===== src/hw/cpa_consts.svh =====
// Constants for the configuration port front end.
// Assumes inclusion by the design module and the bench only.
`ifndef CPA_CONSTS_SVH
`define CPA_CONSTS_SVH

`define CPA_KEY_ENTER       8'h55
`define CPA_KEY_EXIT        8'haa
`define CPA_BASE_LO_STRAP0  8'h2e
`define CPA_BASE_LO_STRAP1  8'h4e
`define CPA_BASE_HI_STRAP0  8'h16
`define CPA_BASE_HI_STRAP1  8'h00
`define CPA_IDX_CFG_CTRL    8'h02
`define CPA_IDX_LDN         8'h07
`define CPA_IDX_BASE_LO     8'h26
`define CPA_IDX_BASE_HI     8'h27
`define CPA_IDX_GLOBAL_LAST 8'h2f
`define CPA_IDX_ACTIVATE    8'h30
`define CPA_LDN_SER1        8'h04
`define CPA_LDN_SER2        8'h05
`define CPA_SOFT_RST_BIT    0
`define CPA_ACT_BIT         0
`define CPA_LDN_RESET       8'h00
`define CPA_BLOCK_TIME_US   500
`define CPA_CLK_MHZ         250

`endif


===== src/hw/cpa_pkg.sv =====
// Types shared by the configuration port front end.
// Assumes the constants header is on the include path.
package cpa_pkg;
    typedef enum logic {
        CPA_RUN,
        CPA_CFG
    } cpa_mode_e;
    typedef logic [7:0] cpa_byte_t;
endpackage


===== src/hw/cpa_config_port.sv =====
// Configuration port front end: key entry, index/data pair, global
// registers, base relocation and serial-port activate bits.
// Assumes host I/O strobes are one-cycle pulses synchronous to clk_i.
`timescale 1ns/1ps
`include "cpa_consts.svh"

module cpa_config_port
    import cpa_pkg::*;
#(
    parameter int unsigned BLOCK_CYCLES =
        `CPA_BLOCK_TIME_US * `CPA_CLK_MHZ
) (
    input  wire logic        clk_i,
    input  wire logic        reset_i,
    input  wire logic        host_bus_reset_n_i,
    input  wire logic        base_low_strap_pin_i,
    input  wire logic        base_high_strap_pin_i,
    input  wire logic        io_wr_i,
    input  wire logic        io_rd_i,
    input  wire logic [15:0] io_addr_i,
    input  wire logic [7:0]  io_wdata_i,
    output logic      [7:0]  io_rdata_o,
    output logic             io_rd_ack_o,
    output logic             cfg_mode_o,
    output logic      [15:0] cfg_base_o,
    output logic      [1:0]  ser_active_o,
    output logic             host_blocked_o
);

    function automatic logic port_hit(input logic [15:0] a,
                                      input logic [15:0] b,
                                      input logic        data_port);
        port_hit = (a == (b + {15'h0000, data_port}));
    endfunction

    logic            hard_rst;
    logic            rst_prev_q;
    logic            rst_prev_d;
    logic            strap_lo_q, strap_lo_d;
    logic            strap_hi_q, strap_hi_d;
    logic            strap_vld_q, strap_vld_d;
    logic            host_blk_q, host_blk_d;
    logic [16:0]     blk_cnt_q, blk_cnt_d;
    cpa_mode_e       mode_q, mode_d;
    cpa_byte_t       index_q, index_d;
    cpa_byte_t       ldn_q, ldn_d;
    cpa_byte_t       base_lo_pend_q, base_lo_pend_d;
    logic [15:0]     base_q, base_d;
    logic [1:0]      act_q, act_d;
    cpa_byte_t       rdata_q, rdata_d;
    logic            rd_ack_q, rd_ack_d;
    logic            cfg_q, cfg_d;
    logic            blocked;
    logic            in_cfg;
    logic            wr_idx, wr_dat, rd_idx, rd_dat;
    cpa_byte_t       reg_rd;

    // Host bus reset and power-on reset both restore the strap address
    assign hard_rst = reset_i | ~host_bus_reset_n_i;

    // Straps are caught on the first cycle after any hard reset releases
    always_comb begin
        rst_prev_d  = hard_rst;
        strap_lo_d  = strap_lo_q;
        strap_hi_d  = strap_hi_q;
        strap_vld_d = strap_vld_q;
        if (rst_prev_q && !hard_rst) begin
            strap_lo_d  = base_low_strap_pin_i;
            strap_hi_d  = base_high_strap_pin_i;
            strap_vld_d = 1'b1;
        end
        // Registered so the blocked output comes straight from a flop
        host_blk_d = (blk_cnt_d != 17'h00000) || !strap_vld_d;
    end

    always_ff @(posedge clk_i) begin
        rst_prev_q <= rst_prev_d;
        if (hard_rst) begin
            strap_lo_q  <= 1'b0;
            strap_hi_q  <= 1'b0;
            strap_vld_q <= 1'b0;
            host_blk_q  <= 1'b1;
        end else begin
            strap_lo_q  <= strap_lo_d;
            strap_hi_q  <= strap_hi_d;
            strap_vld_q <= strap_vld_d;
            host_blk_q  <= host_blk_d;
        end
    end

    // Blocking window only follows the supply power-on reset
    always_comb begin
        blk_cnt_d = blk_cnt_q;
        if (blk_cnt_q != 17'h00000) begin
            blk_cnt_d = blk_cnt_q - 17'h00001;
        end
    end

    always_ff @(posedge clk_i) begin
        if (reset_i) begin
            blk_cnt_q <= BLOCK_CYCLES[16:0];
        end else begin
            blk_cnt_q <= blk_cnt_d;
        end
    end

    // Accesses also wait for the strap sample so the base is defined
    assign blocked = host_blk_q;
    assign in_cfg  = (mode_q == CPA_CFG);
    assign wr_idx  = io_wr_i && !blocked &&
                     port_hit(io_addr_i, base_q, 1'b0);
    assign wr_dat  = io_wr_i && !blocked && in_cfg &&
                     port_hit(io_addr_i, base_q, 1'b1);
    assign rd_idx  = io_rd_i && !blocked && in_cfg &&
                     port_hit(io_addr_i, base_q, 1'b0);
    assign rd_dat  = io_rd_i && !blocked && in_cfg &&
                     port_hit(io_addr_i, base_q, 1'b1);

    // Full eight-bit index decode; everything else reads as zero
    always_comb begin
        reg_rd = 8'h00;
        case (index_q)
            `CPA_IDX_LDN:     reg_rd = ldn_q;
            `CPA_IDX_BASE_LO: reg_rd = base_q[7:0];
            `CPA_IDX_BASE_HI: reg_rd = base_q[15:8];
            `CPA_IDX_ACTIVATE: begin
                if (ldn_q == `CPA_LDN_SER1) begin
                    reg_rd = {7'h00, act_q[0]};
                end else if (ldn_q == `CPA_LDN_SER2) begin
                    reg_rd = {7'h00, act_q[1]};
                end
            end
            default: reg_rd = 8'h00;
        endcase
    end

    always_comb begin
        mode_d         = mode_q;
        index_d        = index_q;
        ldn_d          = ldn_q;
        base_lo_pend_d = base_lo_pend_q;
        base_d         = base_q;
        act_d          = act_q;
        rdata_d        = 8'h00;
        rd_ack_d       = 1'b0;
        if (rst_prev_q && !hard_rst) begin
            base_d = {base_high_strap_pin_i ? `CPA_BASE_HI_STRAP1
                                            : `CPA_BASE_HI_STRAP0,
                      base_low_strap_pin_i  ? `CPA_BASE_LO_STRAP1
                                            : `CPA_BASE_LO_STRAP0};
        end
        case (mode_q)
            CPA_RUN: begin
                // Only the enter key matters here; all else is dropped
                if (wr_idx && io_wdata_i == `CPA_KEY_ENTER) begin
                    mode_d = CPA_CFG;
                end
            end
            CPA_CFG: begin
                if (wr_idx) begin
                    if (io_wdata_i == `CPA_KEY_EXIT) begin
                        mode_d = CPA_RUN;
                    end else begin
                        index_d = io_wdata_i;
                    end
                end
                if (wr_dat) begin
                    case (index_q)
                        `CPA_IDX_CFG_CTRL: begin
                            if (io_wdata_i[`CPA_SOFT_RST_BIT]) begin
                                // Soft reset leaves base and mode alone
                                index_d = 8'h00;
                                ldn_d   = `CPA_LDN_RESET;
                                act_d   = 2'b00;
                            end
                        end
                        `CPA_IDX_LDN:     ldn_d = io_wdata_i;
                        `CPA_IDX_BASE_LO: base_lo_pend_d = io_wdata_i;
                        `CPA_IDX_BASE_HI: begin
                            // Move takes effect on the high byte write
                            base_d = {io_wdata_i,
                                      base_lo_pend_q[7:1], 1'b0};
                        end
                        `CPA_IDX_ACTIVATE: begin
                            if (ldn_q == `CPA_LDN_SER1) begin
                                act_d[0] = io_wdata_i[`CPA_ACT_BIT];
                            end else if (ldn_q == `CPA_LDN_SER2) begin
                                act_d[1] = io_wdata_i[`CPA_ACT_BIT];
                            end
                        end
                        default: ;
                    endcase
                end
                if (rd_idx) begin
                    rdata_d  = index_q;
                    rd_ack_d = 1'b1;
                end else if (rd_dat) begin
                    rdata_d  = reg_rd;
                    rd_ack_d = 1'b1;
                end
            end
            default: mode_d = CPA_RUN;
        endcase
        cfg_d = (mode_d == CPA_CFG);
    end

    always_ff @(posedge clk_i) begin
        if (hard_rst) begin
            mode_q         <= CPA_RUN;
            cfg_q          <= 1'b0;
            index_q        <= 8'h00;
            ldn_q          <= `CPA_LDN_RESET;
            base_lo_pend_q <= 8'h00;
            base_q         <= 16'h0000;
            act_q          <= 2'b00;
            rdata_q        <= 8'h00;
            rd_ack_q       <= 1'b0;
        end else begin
            mode_q         <= mode_d;
            cfg_q          <= cfg_d;
            index_q        <= index_d;
            ldn_q          <= ldn_d;
            base_lo_pend_q <= base_lo_pend_d;
            base_q         <= base_d;
            act_q          <= act_d;
            rdata_q        <= rdata_d;
            rd_ack_q       <= rd_ack_d;
        end
    end

    assign io_rdata_o     = rdata_q;
    assign io_rd_ack_o    = rd_ack_q;
    assign cfg_mode_o     = cfg_q;
    assign cfg_base_o     = base_q;
    assign ser_active_o   = act_q;
    assign host_blocked_o = host_blk_q;
endmodule


===== config.mk =====
export PLATFORM = sky130hd
export DESIGN_NAME = cpa_config_port
export DESIGN_NICKNAME = d
export VERILOG_FILES = /design/src/hw/cpa_pkg.sv /design/src/hw/cpa_config_port.sv
export VERILOG_INCLUDE_DIRS = /design/src /design/src/hw
export SDC_FILE = /design/constraint.sdc
export NUM_CORES = 1
export LEC_CHECK = 0
export CORE_MARGIN = 4
export CORE_UTILIZATION = 45
export DETAILED_ROUTE_END_ITERATION = 10
export DONT_BUFFER_PORTS = 1
export PLACE_DENSITY = 0.69
export SLEW_MARGIN = 5
export SYNTH_ARGS = -nofsm -noshare
export SYNTH_HDL_FRONTEND = slang
export SYNTH_SLANG_ARGS = --single-unit

===== constraint.sdc =====
create_clock -name clk_i -period 3.18 [get_ports clk_i]
set_input_delay 0.159 -clock clk_i [delete_from_list [all_inputs] [get_ports clk_i]]
set_output_delay 0.159 -clock clk_i [all_outputs]
set_load 0.005 [all_outputs]

Yosys cells after proc, flatten, opt, wreduce, memory -nomap -nowiden. Cells that the tools add are included.

$mul: 0. Div/mod/pow operators: 0. $lt $le $gt $ge: 0. Add/subtract/negate cells: 2. Shifts and indexed selects: 0. Reduce and logical (&&, ||, !) cells: 23. Muxes and demuxes: 31. Bitwise logic cells: 3. Equality and inequality tests: 15.

Operator list (number): 16-bit two-way mux (4); 8-bit two-way mux (8); 17-bit nonzero test (2); 16-bit == test (2); 8-bit case mux with 4 select lines (1); 8-bit by 3-bit == test with 1-bit output (second input constant) (3); 8-bit by 6-bit == test with 1-bit output (second input constant) (3); 17-bit two-way mux (1); 17-bit by 1-bit subtractor with 17-bit output (second input constant) (1); 16-bit by 1-bit adder with 16-bit output (second input constant) (1); 8-bit case mux with 2 select lines (1); 1-bit two-way mux (11); 1-bit logical AND (10); 8-bit by 2-bit == test with 1-bit output (second input constant) (1); 8-bit by 7-bit == test with 1-bit output (second input constant) (1); 8-bit == test (second input constant) (1); 2-bit inequality test (second input constant) (4); 7-bit two-way mux (1); 6-bit AND reduction (1); 5-bit two-way mux (1); 5-bit AND reduction (1); 2-bit case mux with 2 select lines (1); 4-bit AND reduction (1); 2-bit nonzero test (2); other kinds (8) (11).

Output and inout bits: 29. Input bits: 31. Logic and storage cells: 87. ROM bits: 0. Memories: 0. Latch bits: 0. Register bits after elaboration: 72. RAM bits: 0.

Longest topological paths before layout. Gate-level depths: netlist (run 1).

Depth in word-level cells: 8. Gate-level depth with buffers: 11. Depth with buffers taken out: 8.

Worst setup path before layout (run 1). No wires, ideal clock.

Path type: register to register. Start: reg base_q[2] (netlist: cfg_base_o[2]). End: reg base_lo_pend_q[1]. Arrival: 2.685 ns. Slack: 0.368 ns. Required time: 3.053 ns. Clock period less this slack: 2.812 ns. Stages on the path, launching flop included: 10. Path through: dfxtp_1 > buf_2 > nand3_2 > or3_1 > a221o_1 > or4_4 > buf_6 > nor4_4 > mux2i_1 > nor2_1.

Cells in the longest elaborated chain, start to end: 4.

RTL lines: from (decl) (RTL line cpa_config_port.sv:48) `logic [15:0] base_q, base_d;`; from (signal assigned) (RTL line cpa_config_port.sv:224) `base_q <= base_d;`; 16-bit by 1-bit adder with 16-bit output (RTL line cpa_config_port.sv:33) `port_hit = (a == (b + {15'h0000, data_port}));`; 16-bit == test (RTL line cpa_config_port.sv:33); 1-bit logical AND (RTL line cpa_config_port.sv:112) `assign wr_dat = io_wr_i && !blocked && in_cfg &&`; 3-bit AND reduction (no line); to (signal assigned) (RTL line cpa_config_port.sv:223) `base_lo_pend_q <= base_lo_pend_d;`; to (decl) (RTL line cpa_config_port.sv:47) `cpa_byte_t base_lo_pend_q, base_lo_pend_d;`.

No other way between the ends. A chain may end at the register's enable or synchronous reset.

Worst setup path in the final report (run 1).
Start: reg base_q[5] (netlist: cfg_base_o[5]). End: reg ldn_q[0].

Cells in the longest elaborated chain, start to end: 4.

RTL lines: 16-bit by 1-bit adder with 16-bit output (RTL line cpa_config_port.sv:33); 16-bit == test (RTL line cpa_config_port.sv:33); 1-bit logical AND (RTL line cpa_config_port.sv:112); 4-bit AND reduction (no line); to (signal assigned) (RTL line cpa_config_port.sv:212) `` ldn_q <= `CPA_LDN_RESET; ``; to (signal assigned) (RTL line cpa_config_port.sv:222) `ldn_q <= ldn_d;`; to (decl) (RTL line cpa_config_port.sv:46) `cpa_byte_t ldn_q, ldn_d;`.

No other way between the ends.

==> results of run 1 <==
synth_stat cells (3+ instances only):
cell | instances | share of area, %
a2111oi_0 | 3 | 0.67
a211o_1 | 5 | 1.1
a211oi_1 | 5 | 0.96
a21boi_0 | 4 | 0.77
a21oi_1 | 26 | 3.3
a222oi_1 | 7 | 1.8
a22o_1 | 8 | 1.8
a31o_2 | 4 | 0.90
a31oi_1 | 4 | 0.64
a32o_1 | 7 | 1.8
and2_1 | 6 | 0.96
and4_1 | 3 | 0.67
buf_2 | 8 | 1.0
clkbuf_1 | 10 | 0.96
dfxtp_1 | 71 | 36
ha_1 | 3 | 0.96
inv_1 | 20 | 1.9
mux2i_1 | 14 | 3.6
nand2_1 | 50 | 4.8
nand2b_1 | 4 | 0.64
nand3_1 | 8 | 1.0
nand3b_1 | 3 | 0.58
nand4_1 | 8 | 1.3
nand4b_1 | 4 | 0.90
nor2_1 | 48 | 4.6
nor2b_1 | 3 | 0.48
nor3_1 | 8 | 1.0
nor3b_1 | 3 | 0.58
nor4_1 | 12 | 1.9
nor4b_1 | 3 | 0.67
nor4bb_1 | 4 | 1.0
o21ai_0 | 12 | 1.5
o21bai_1 | 3 | 0.58
or3_1 | 7 | 1.1
or3b_2 | 6 | 1.3
xnor2_1 | 17 | 3.8
xor2_1 | 16 | 3.6
state kept, by name, indices dropped and copies added, names as in the netlist:
name / count
index_q: 8
io_rdata_o: 8
strap_vld_q: 1
base_lo_pend_q: 7
host_blocked_o: 1
ldn_q: 8
cfg_mode_o: 1
rst_prev_q: 1
blk_cnt_q: 17
ser_active_o: 2
io_rd_ack_o: 1
cfg_base_o: 16
cell type report:
| cell class | instances | area [um2] | area share, % |
|---|---|---|---|
| clock buffer | 10 | 128 | 2.88 |
| clock inverter | 6 | 68.8 | 1.55 |
| inverter | 20 | 75.1 | 1.69 |
| multi-input combinational | 350 | 2330 | 52.5 |
| sequential | 71 | 1420 | 32.1 |
| tap | 105 | 131 | 2.96 |
| timing repair buffer | 32 | 283 | 6.37 |
stage by stage:
| step | setup slack, ns | utilization (%) | hold slack [ns] |
|---|---|---|---|
| 6_report | 0.171 | 53.2 | 0.0238 |
| 2_1_floorplan | 0.368 | - | 0.255 |
| 5_1_grt | 0.0463 | 53.2 | 0.0506 |
| 3_3_place_gp | 0.267 | 49.3 | 0.230 |
| 4_1_cts | 0.128 | 53.1 | 0.0113 |
| 3_5_place_dp | 0.154 | 49.3 | 0.232 |
worst max-delay path: stages (launching register included):
cell,delay [ns]
dfxtp_1,0.53
nand4_2,0.20
or3_1,0.38
a221o_1,0.32
or4_4,0.58
nor3_2,0.32
a31oi_2,0.27
a22o_1,0.30
worst max-delay path by stage:
| stage | startpoint | endpoint | depth (start not counted) |
|---|---|---|---|
| 2_1_floorplan | cfg_base_o[2] | base_lo_pend_q[1] | 9 |
| 4_1_cts | cfg_base_o[6] | ldn_q[0] | 7 |
| 3_5_place_dp | cfg_base_o[6] | ldn_q[0] | 7 |
| 5_1_grt | cfg_base_o[5] | ldn_q[0] | 7 |
| 6_report | cfg_base_o[5] | ldn_q[0] | 7 |
| 3_3_place_gp | cfg_base_o[6] | ldn_q[2] | 7 |
where the power goes:
part / switching, mW / leakage (nW) / internal, mW / total, mW
Combinational: 0.0870 / 0.905 / 0.0732 / 0.160
Clock: 0.357 / 0.0968 / 0.367 / 0.723
Sequential: 0.0275 / 0.576 / 0.906 / 0.934
Total: 0.471 / 1.58 / 1.35 / 1.82
routing by layer:
metal / share of wire (%) / wire, um / track usage, % / vias up
met4: 2.3 / 250 / 7.67 / 0
li1: - / - / - / 1738
met2: 47 / 5190 / 35.4 / 199
met5: 0 / 0 / 0 / -
met1: 41 / 4530 / 29.6 / 1700
met3: 9.6 / 1060 / 5.19 / 17
logic make-up after synthesis:
logic type | after synthesis | share of synthesized area (%)
buf+inv | 39 | 4.20
compound gates | 100 | 18.6
fa+ha+maj | 3 | 0.963
simple gates | 199 | 28.5
mux | 15 | 3.88
xor+xnor | 33 | 7.41
flops | 71 | 36.5
repair_timing:
item,CTS,global route
gates resized for setup,0,3
endpoints found under the setup margin,0,8
endpoints found under the hold margin,49,0
hold buffers,12,0
==> impl_metrics.csv, run 1 <==
group,metric,value,unit
hold_path,min_to,"index_q[3]",
critical_path,r2r_end,"ldn_q[0]",
floorplanning,fp.coreArea,8340,um2
grt,antenna_found_initial,0,
layout,syn_to_final_growth,13.8,%
critical_path,r2r.worst_path.cells,7,
timing,finalHoldViolCount,0,
yosys,ys_seq_area_share,36.5,%
route,wl,11000,um
cts,cts_tree,"done",
layout,fin_area,4440,um2
critical_path,r2r_start,"cfg_base_o[5]",
placement,dp.cells,566,
cts,root_buffer,"clkbuf_8",
route,wl_per_cell,18.6,um
cts,htree_levels,3,
layout,stdcell_count,594,
floorplanning,die_w,101,um
timing,drv_slew,0,
timing,fin_crit_sh,94.6,%
grt,grt_max_degree,30,
floorplanning,die_area,10200,um2
route,firstDrtPassIters,6,
power_and_ir_drop,vdd_drop_max,0.226,mV
timing,setup_viol_count_final,0,
placement,place_area,4110,um2
timing,setup-tns-final,0,ns
layout,drive_above_1_share,12.7,%
floorplanning,start_util,46.7,%
cts,clk_latency,0.35,ns
route,drt-initial-drc-count,328,
hold_path,whs_path_depth,2,
timing,fmax,332,MHz
timing,rsz0062_at_grt,"false",
critical_path,required,3.42,ns
critical_path,critPathKind,"reg2reg",
placement,hpwlAfterDp,7850,um
layout,num-nets-final,518,
timing,slew_headroom,49.6,%
cts,post_cts_buffers,0,
layout,diodes,0,
grt,groute.usage.overall,22.3,%
critical_path,cp-end-kind,"flop",
layout,most-common-layout-cells,"70 x dfxtp_1, 50 x nand2_1, 48 x nor2_1",
yosys,synth_cell_types,61,
critical_path,cp.arrival,3.25,ns
yosys,yosysWarnings,0,
timing,fin_crit,3.01,ns
power_and_ir_drop,total_power,1.82,mW
grt,grt_pass1_wl,17900,um
critical_path,start_kind,"flop",
yosys,async_reset_ff_share,0,%
floorplanning,row_count,33,
yosys,synth-edff-count,0,
cts,cts_max_path_buffers,2,
yosys,ys_ff_latch,71,
placement,place_congestion,1.07,
floorplanning,io_pins,60,
route,viasPerCell,6.15,
yosys,postSynthCellCount,460,
floorplanning,die_y,101,um
cts,cts_buffers,9,
route,ant_nets,0,
hold_path,worstHoldPathType,"in2reg",
yosys,syn_area,3900,um2
run_status,outcome,"completed",
power_and_ir_drop,p_per_area,410,nW/um2
yosys,syn-mean-instance-area,8.48,um2
critical_path,worst-path-max-fanout,8,
timing,clock_skew,0.0132,ns
route,drcViolationCount,0,
layout,layout_commonest_cell,"dfxtp_1",
power_and_ir_drop,leakagePower,1.58,nW
timing,tightest_slew,0.748,ns
yosys,syn-num-nets,494,
placement,io_buffer_count,0,
layout,fillerInstances,788,
hold_path,hold_start,"io_wdata_i[3]",
cts,cts.sinks,71,
grt,grt-ovfl-total,0,
run,maxCapViolCount,0,
route,num_vias,3654,
yosys,synth_ff_type,"dfxtp_1",
critical_path,rrSetupSlack,0.17,ns
grt,grt_pass1_vias,3345,
cts,clk_pin_slew,0.08,ns
(Power assumes the default switching activity.)
==> run 2, diff against run 1 <==
- ABC_AREA: unset -> 1
==> run 2 against run 1 <==
  * Combinational power grew 21%
  * Sequential share of layout area is 4.3 points lower
  * Critical path depth is 6 higher
  * Total power increased by 7.4%
  * Die area up 20%
  * Cell count grew 57%
  * First-iteration DRC count increased by 80%
  * Routed wire length up 26%
  * Worst setup slack better by 0.36 ns
  * Synthesized area rose by 21%
  * Critical endpoint is now cfg_base_o[5]
  * Highest routed layer unchanged
==> impl_metrics.csv, run 2 <==
group,metric,value,unit
yosys,syn-mean-instance-area,5.98,um2
cts,cts_resized,0,
floorplanning,fp.coreArea,10300,um2
power_and_ir_drop,vdd_drop_max,0.429,mV
yosys,synth_commonest_cells,"245 x nand2_1, 131 x nor2_1, 95 x inv_1",
yosys,syn-num-nets,826,
layout,syn_to_final_growth,8.24,%
floorplanning,row_count,37,
power_and_ir_drop,leakagePower,2.20,nW
layout,layout_commonest_cell,"nand2_1",
critical_path,required,3.47,ns
yosys,synth.area.top_cells,"dfxtp_1 30%, nand2_1 19%, nor2_1 10%",
yosys,ys_seq_area_share,30.0,%
route,viasPerCell,5.47,
yosys,synth.top_cell.area_share,30.0,%
critical_path,start_kind,"flop",
timing,setup-tns-final,0,ns
timing,slew_headroom,45.3,%
power_and_ir_drop,p_per_area,381,nW/um2
run,maxCapViolCount,0,
route,wl_per_cell,14.9,um
placement,hpwlAfterDp,10700,um
cts,clk_pin_slew,0.08,ns
timing,drv_slew,0,
hold_path,whs_path_depth,3,
yosys,synth_top_area_cell,"dfxtp_1",
layout,layout.area.seq,1420,um2
cts,cts_tree,"done",
cts,cts.sinks,71,
critical_path,worst-path-max-fanout,26,
grt,grt_pass1_wl,22800,um
critical_path,r2r_end,"cfg_base_o[5]",
cts,post_cts_buffers,0,
cts,root_buffer,"clkbuf_8",
timing,fin_crit_sh,83.4,%
route,firstDrtPassIters,5,
cts,htree_levels,3,
floorplanning,die_w,111,um
floorplanning,die_area,12200,um2
timing,finalHoldViolCount,0,
layout,largest-register,"blk_cnt_q",
timing,fin_crit,2.65,ns
critical_path,r2r.worst_path.cells,13,
yosys,syn_area,4740,um2
yosys,synth_cell_types,36,
floorplanning,io_pins,60,
route,ant_nets,0,
grt,grt_max_degree,36,
layout,num-nets-final,827,
placement,place_congestion,0.918,
yosys,synth_ff_type,"dfxtp_1",
grt,grt_pass1_vias,4656,
hold_path,worstHoldPathType,"in2reg",
timing,fmax,377,MHz
cts,cts_max_path_buffers,2,
yosys,yosysMostFrequentCell,"nand2_1",
cts,clk_latency,0.36,ns
critical_path,cp.arrival,2.95,ns
yosys,postSynthCellCount,792,
timing,setup_viol_count_final,0,
timing,clock_skew,0.0146,ns
critical_path,rrSetupSlack,0.53,ns
grt,antenna_found_initial,0,
layout,diodes,0,
route,wl,13900,um
route,drcViolationCount,0,
critical_path,critPathKind,"reg2reg",
yosys,async_reset_ff_share,0,%
cts,cts_hold_buf,4,
hold_path,min_to,"cfg_mode_o",
layout,largest_register_ffs,17,
placement,dp.cells,914,
layout,most-common-layout-cells,"245 x nand2_1, 131 x nor2_1, 95 x inv_1",
yosys,ys_ff_latch,71,
floorplanning,start_util,46.1,%
run_status,outcome,"completed",
layout,multi_input_area,2860,um2
floorplanning,die_y,111,um
layout,drive_above_1_share,5.01,%
layout,fillerInstances,1073,
layout,stdcell_count,934,
timing,tightest_slew,0.817,ns
yosys,yosysWarnings,0,
placement,io_buffer_count,0,
route,drt-initial-drc-count,589,
grt,grt-ovfl-total,0,
timing,rsz0062_at_grt,"false",
critical_path,r2r_start,"cfg_base_o[1]",
grt,groute.usage.overall,22.5,%
cts,cts_buffers,9,
yosys,synth-edff-count,0,
critical_path,cp-end-kind,"flop",
route,num_vias,5108,
hold_path,hold_start,"io_wdata_i[1]",
run 2: changes by cell type after synthesis, moves of 11 or more:
cell / previous run / this run
o21ai_0: 12 / 23
mux2i_1: 14 / 0
inv_1: 20 / 95
nand2_1: 50 / 245
nand3_1: 8 / 49
nand4_1: 8 / 44
nor2_1: 48 / 131
run 2: metrics by stage:
stage	utilization, %	total power, mW	cell area [um2]	worst slack (ns)	hold WS [ns]
after global routing	49.9	2.04	5130	0.155	0.0274
final	49.9	1.95	5130	0.529	0.0177
after CTS	49.9	1.96	5130	0.549	0.00163
after global placement	47.2	1.13	4850	0.677	0.232
after floorplan	-	1.09	4740	1.07	0.327
after detailed placement	47.2	1.13	4850	0.567	0.236
run 2: metal layers:
layer,up-vias,share of wire [%],track usage (%)
li1,2529,-,-
met1,2337,45,28.9
met2,207,44,36.0
met3,35,8.1,5.21
met4,0,3.0,9.85
met5,-,0,0
run 2: worst max path at each step:
| stage | start | end | slack (ns) | cells past startpoint |
|---|---|---|---|---|
| after floorplan | cfg_base_o[1] | ldn_q[1] | 1.07 | 13 |
| after global placement | cfg_base_o[1] | ldn_q[6] | 0.68 | 15 |
| after detailed placement | cfg_base_o[1] | cfg_base_o[5] | 0.57 | 13 |
| after CTS | cfg_base_o[1] | cfg_base_o[5] | 0.55 | 13 |
| after global routing | cfg_base_o[1] | cfg_base_o[12] | 0.15 | 15 |
| final | cfg_base_o[1] | cfg_base_o[5] | 0.53 | 13 |
run 2: cells by family after synthesis:
logic type	synth area share, %
flip-flops	30.0
AND/OR/NAND/NOR	47.9
AO/OA/AOI/OAI	7.16
XOR/XNOR	4.44
adder cells (fa/ha/maj)	0.793
buffers and inverters	9.67
run 2: critical path, stage by stage, from the launching register on:
cell	delay, ns
dfxtp_1	0.48
ha_1	0.27
nand3_1	0.15
nor2_4	0.21
nand3_1	0.10
nand2_1	0.09
nand2_1	0.07
nor2_1	0.14
nand3_2	0.14
nor2_8	0.34
nand3_4	0.23
inv_1	0.19
nor2_1	0.06
nor2_1	0.09
run 2: cell type report:
| class | instances | area share (%) |
|---|---|---|
| Clock buffer | 11 | 2.95 |
| Clock inverter | 5 | 1.56 |
| Multi-Input combinational cell | 603 | 55.8 |
| Sequential cell | 71 | 27.7 |
| Timing Repair Buffer | 7 | 1.22 |
| Tap cell | 136 | 3.32 |
| Inverter | 101 | 7.40 |
run 2: where the power goes:
part	total [mW]	internal, mW	switching, mW
Combinational	0.194	0.0663	0.127
Clock	0.831	0.483	0.349
Sequential	0.927	0.906	0.0204
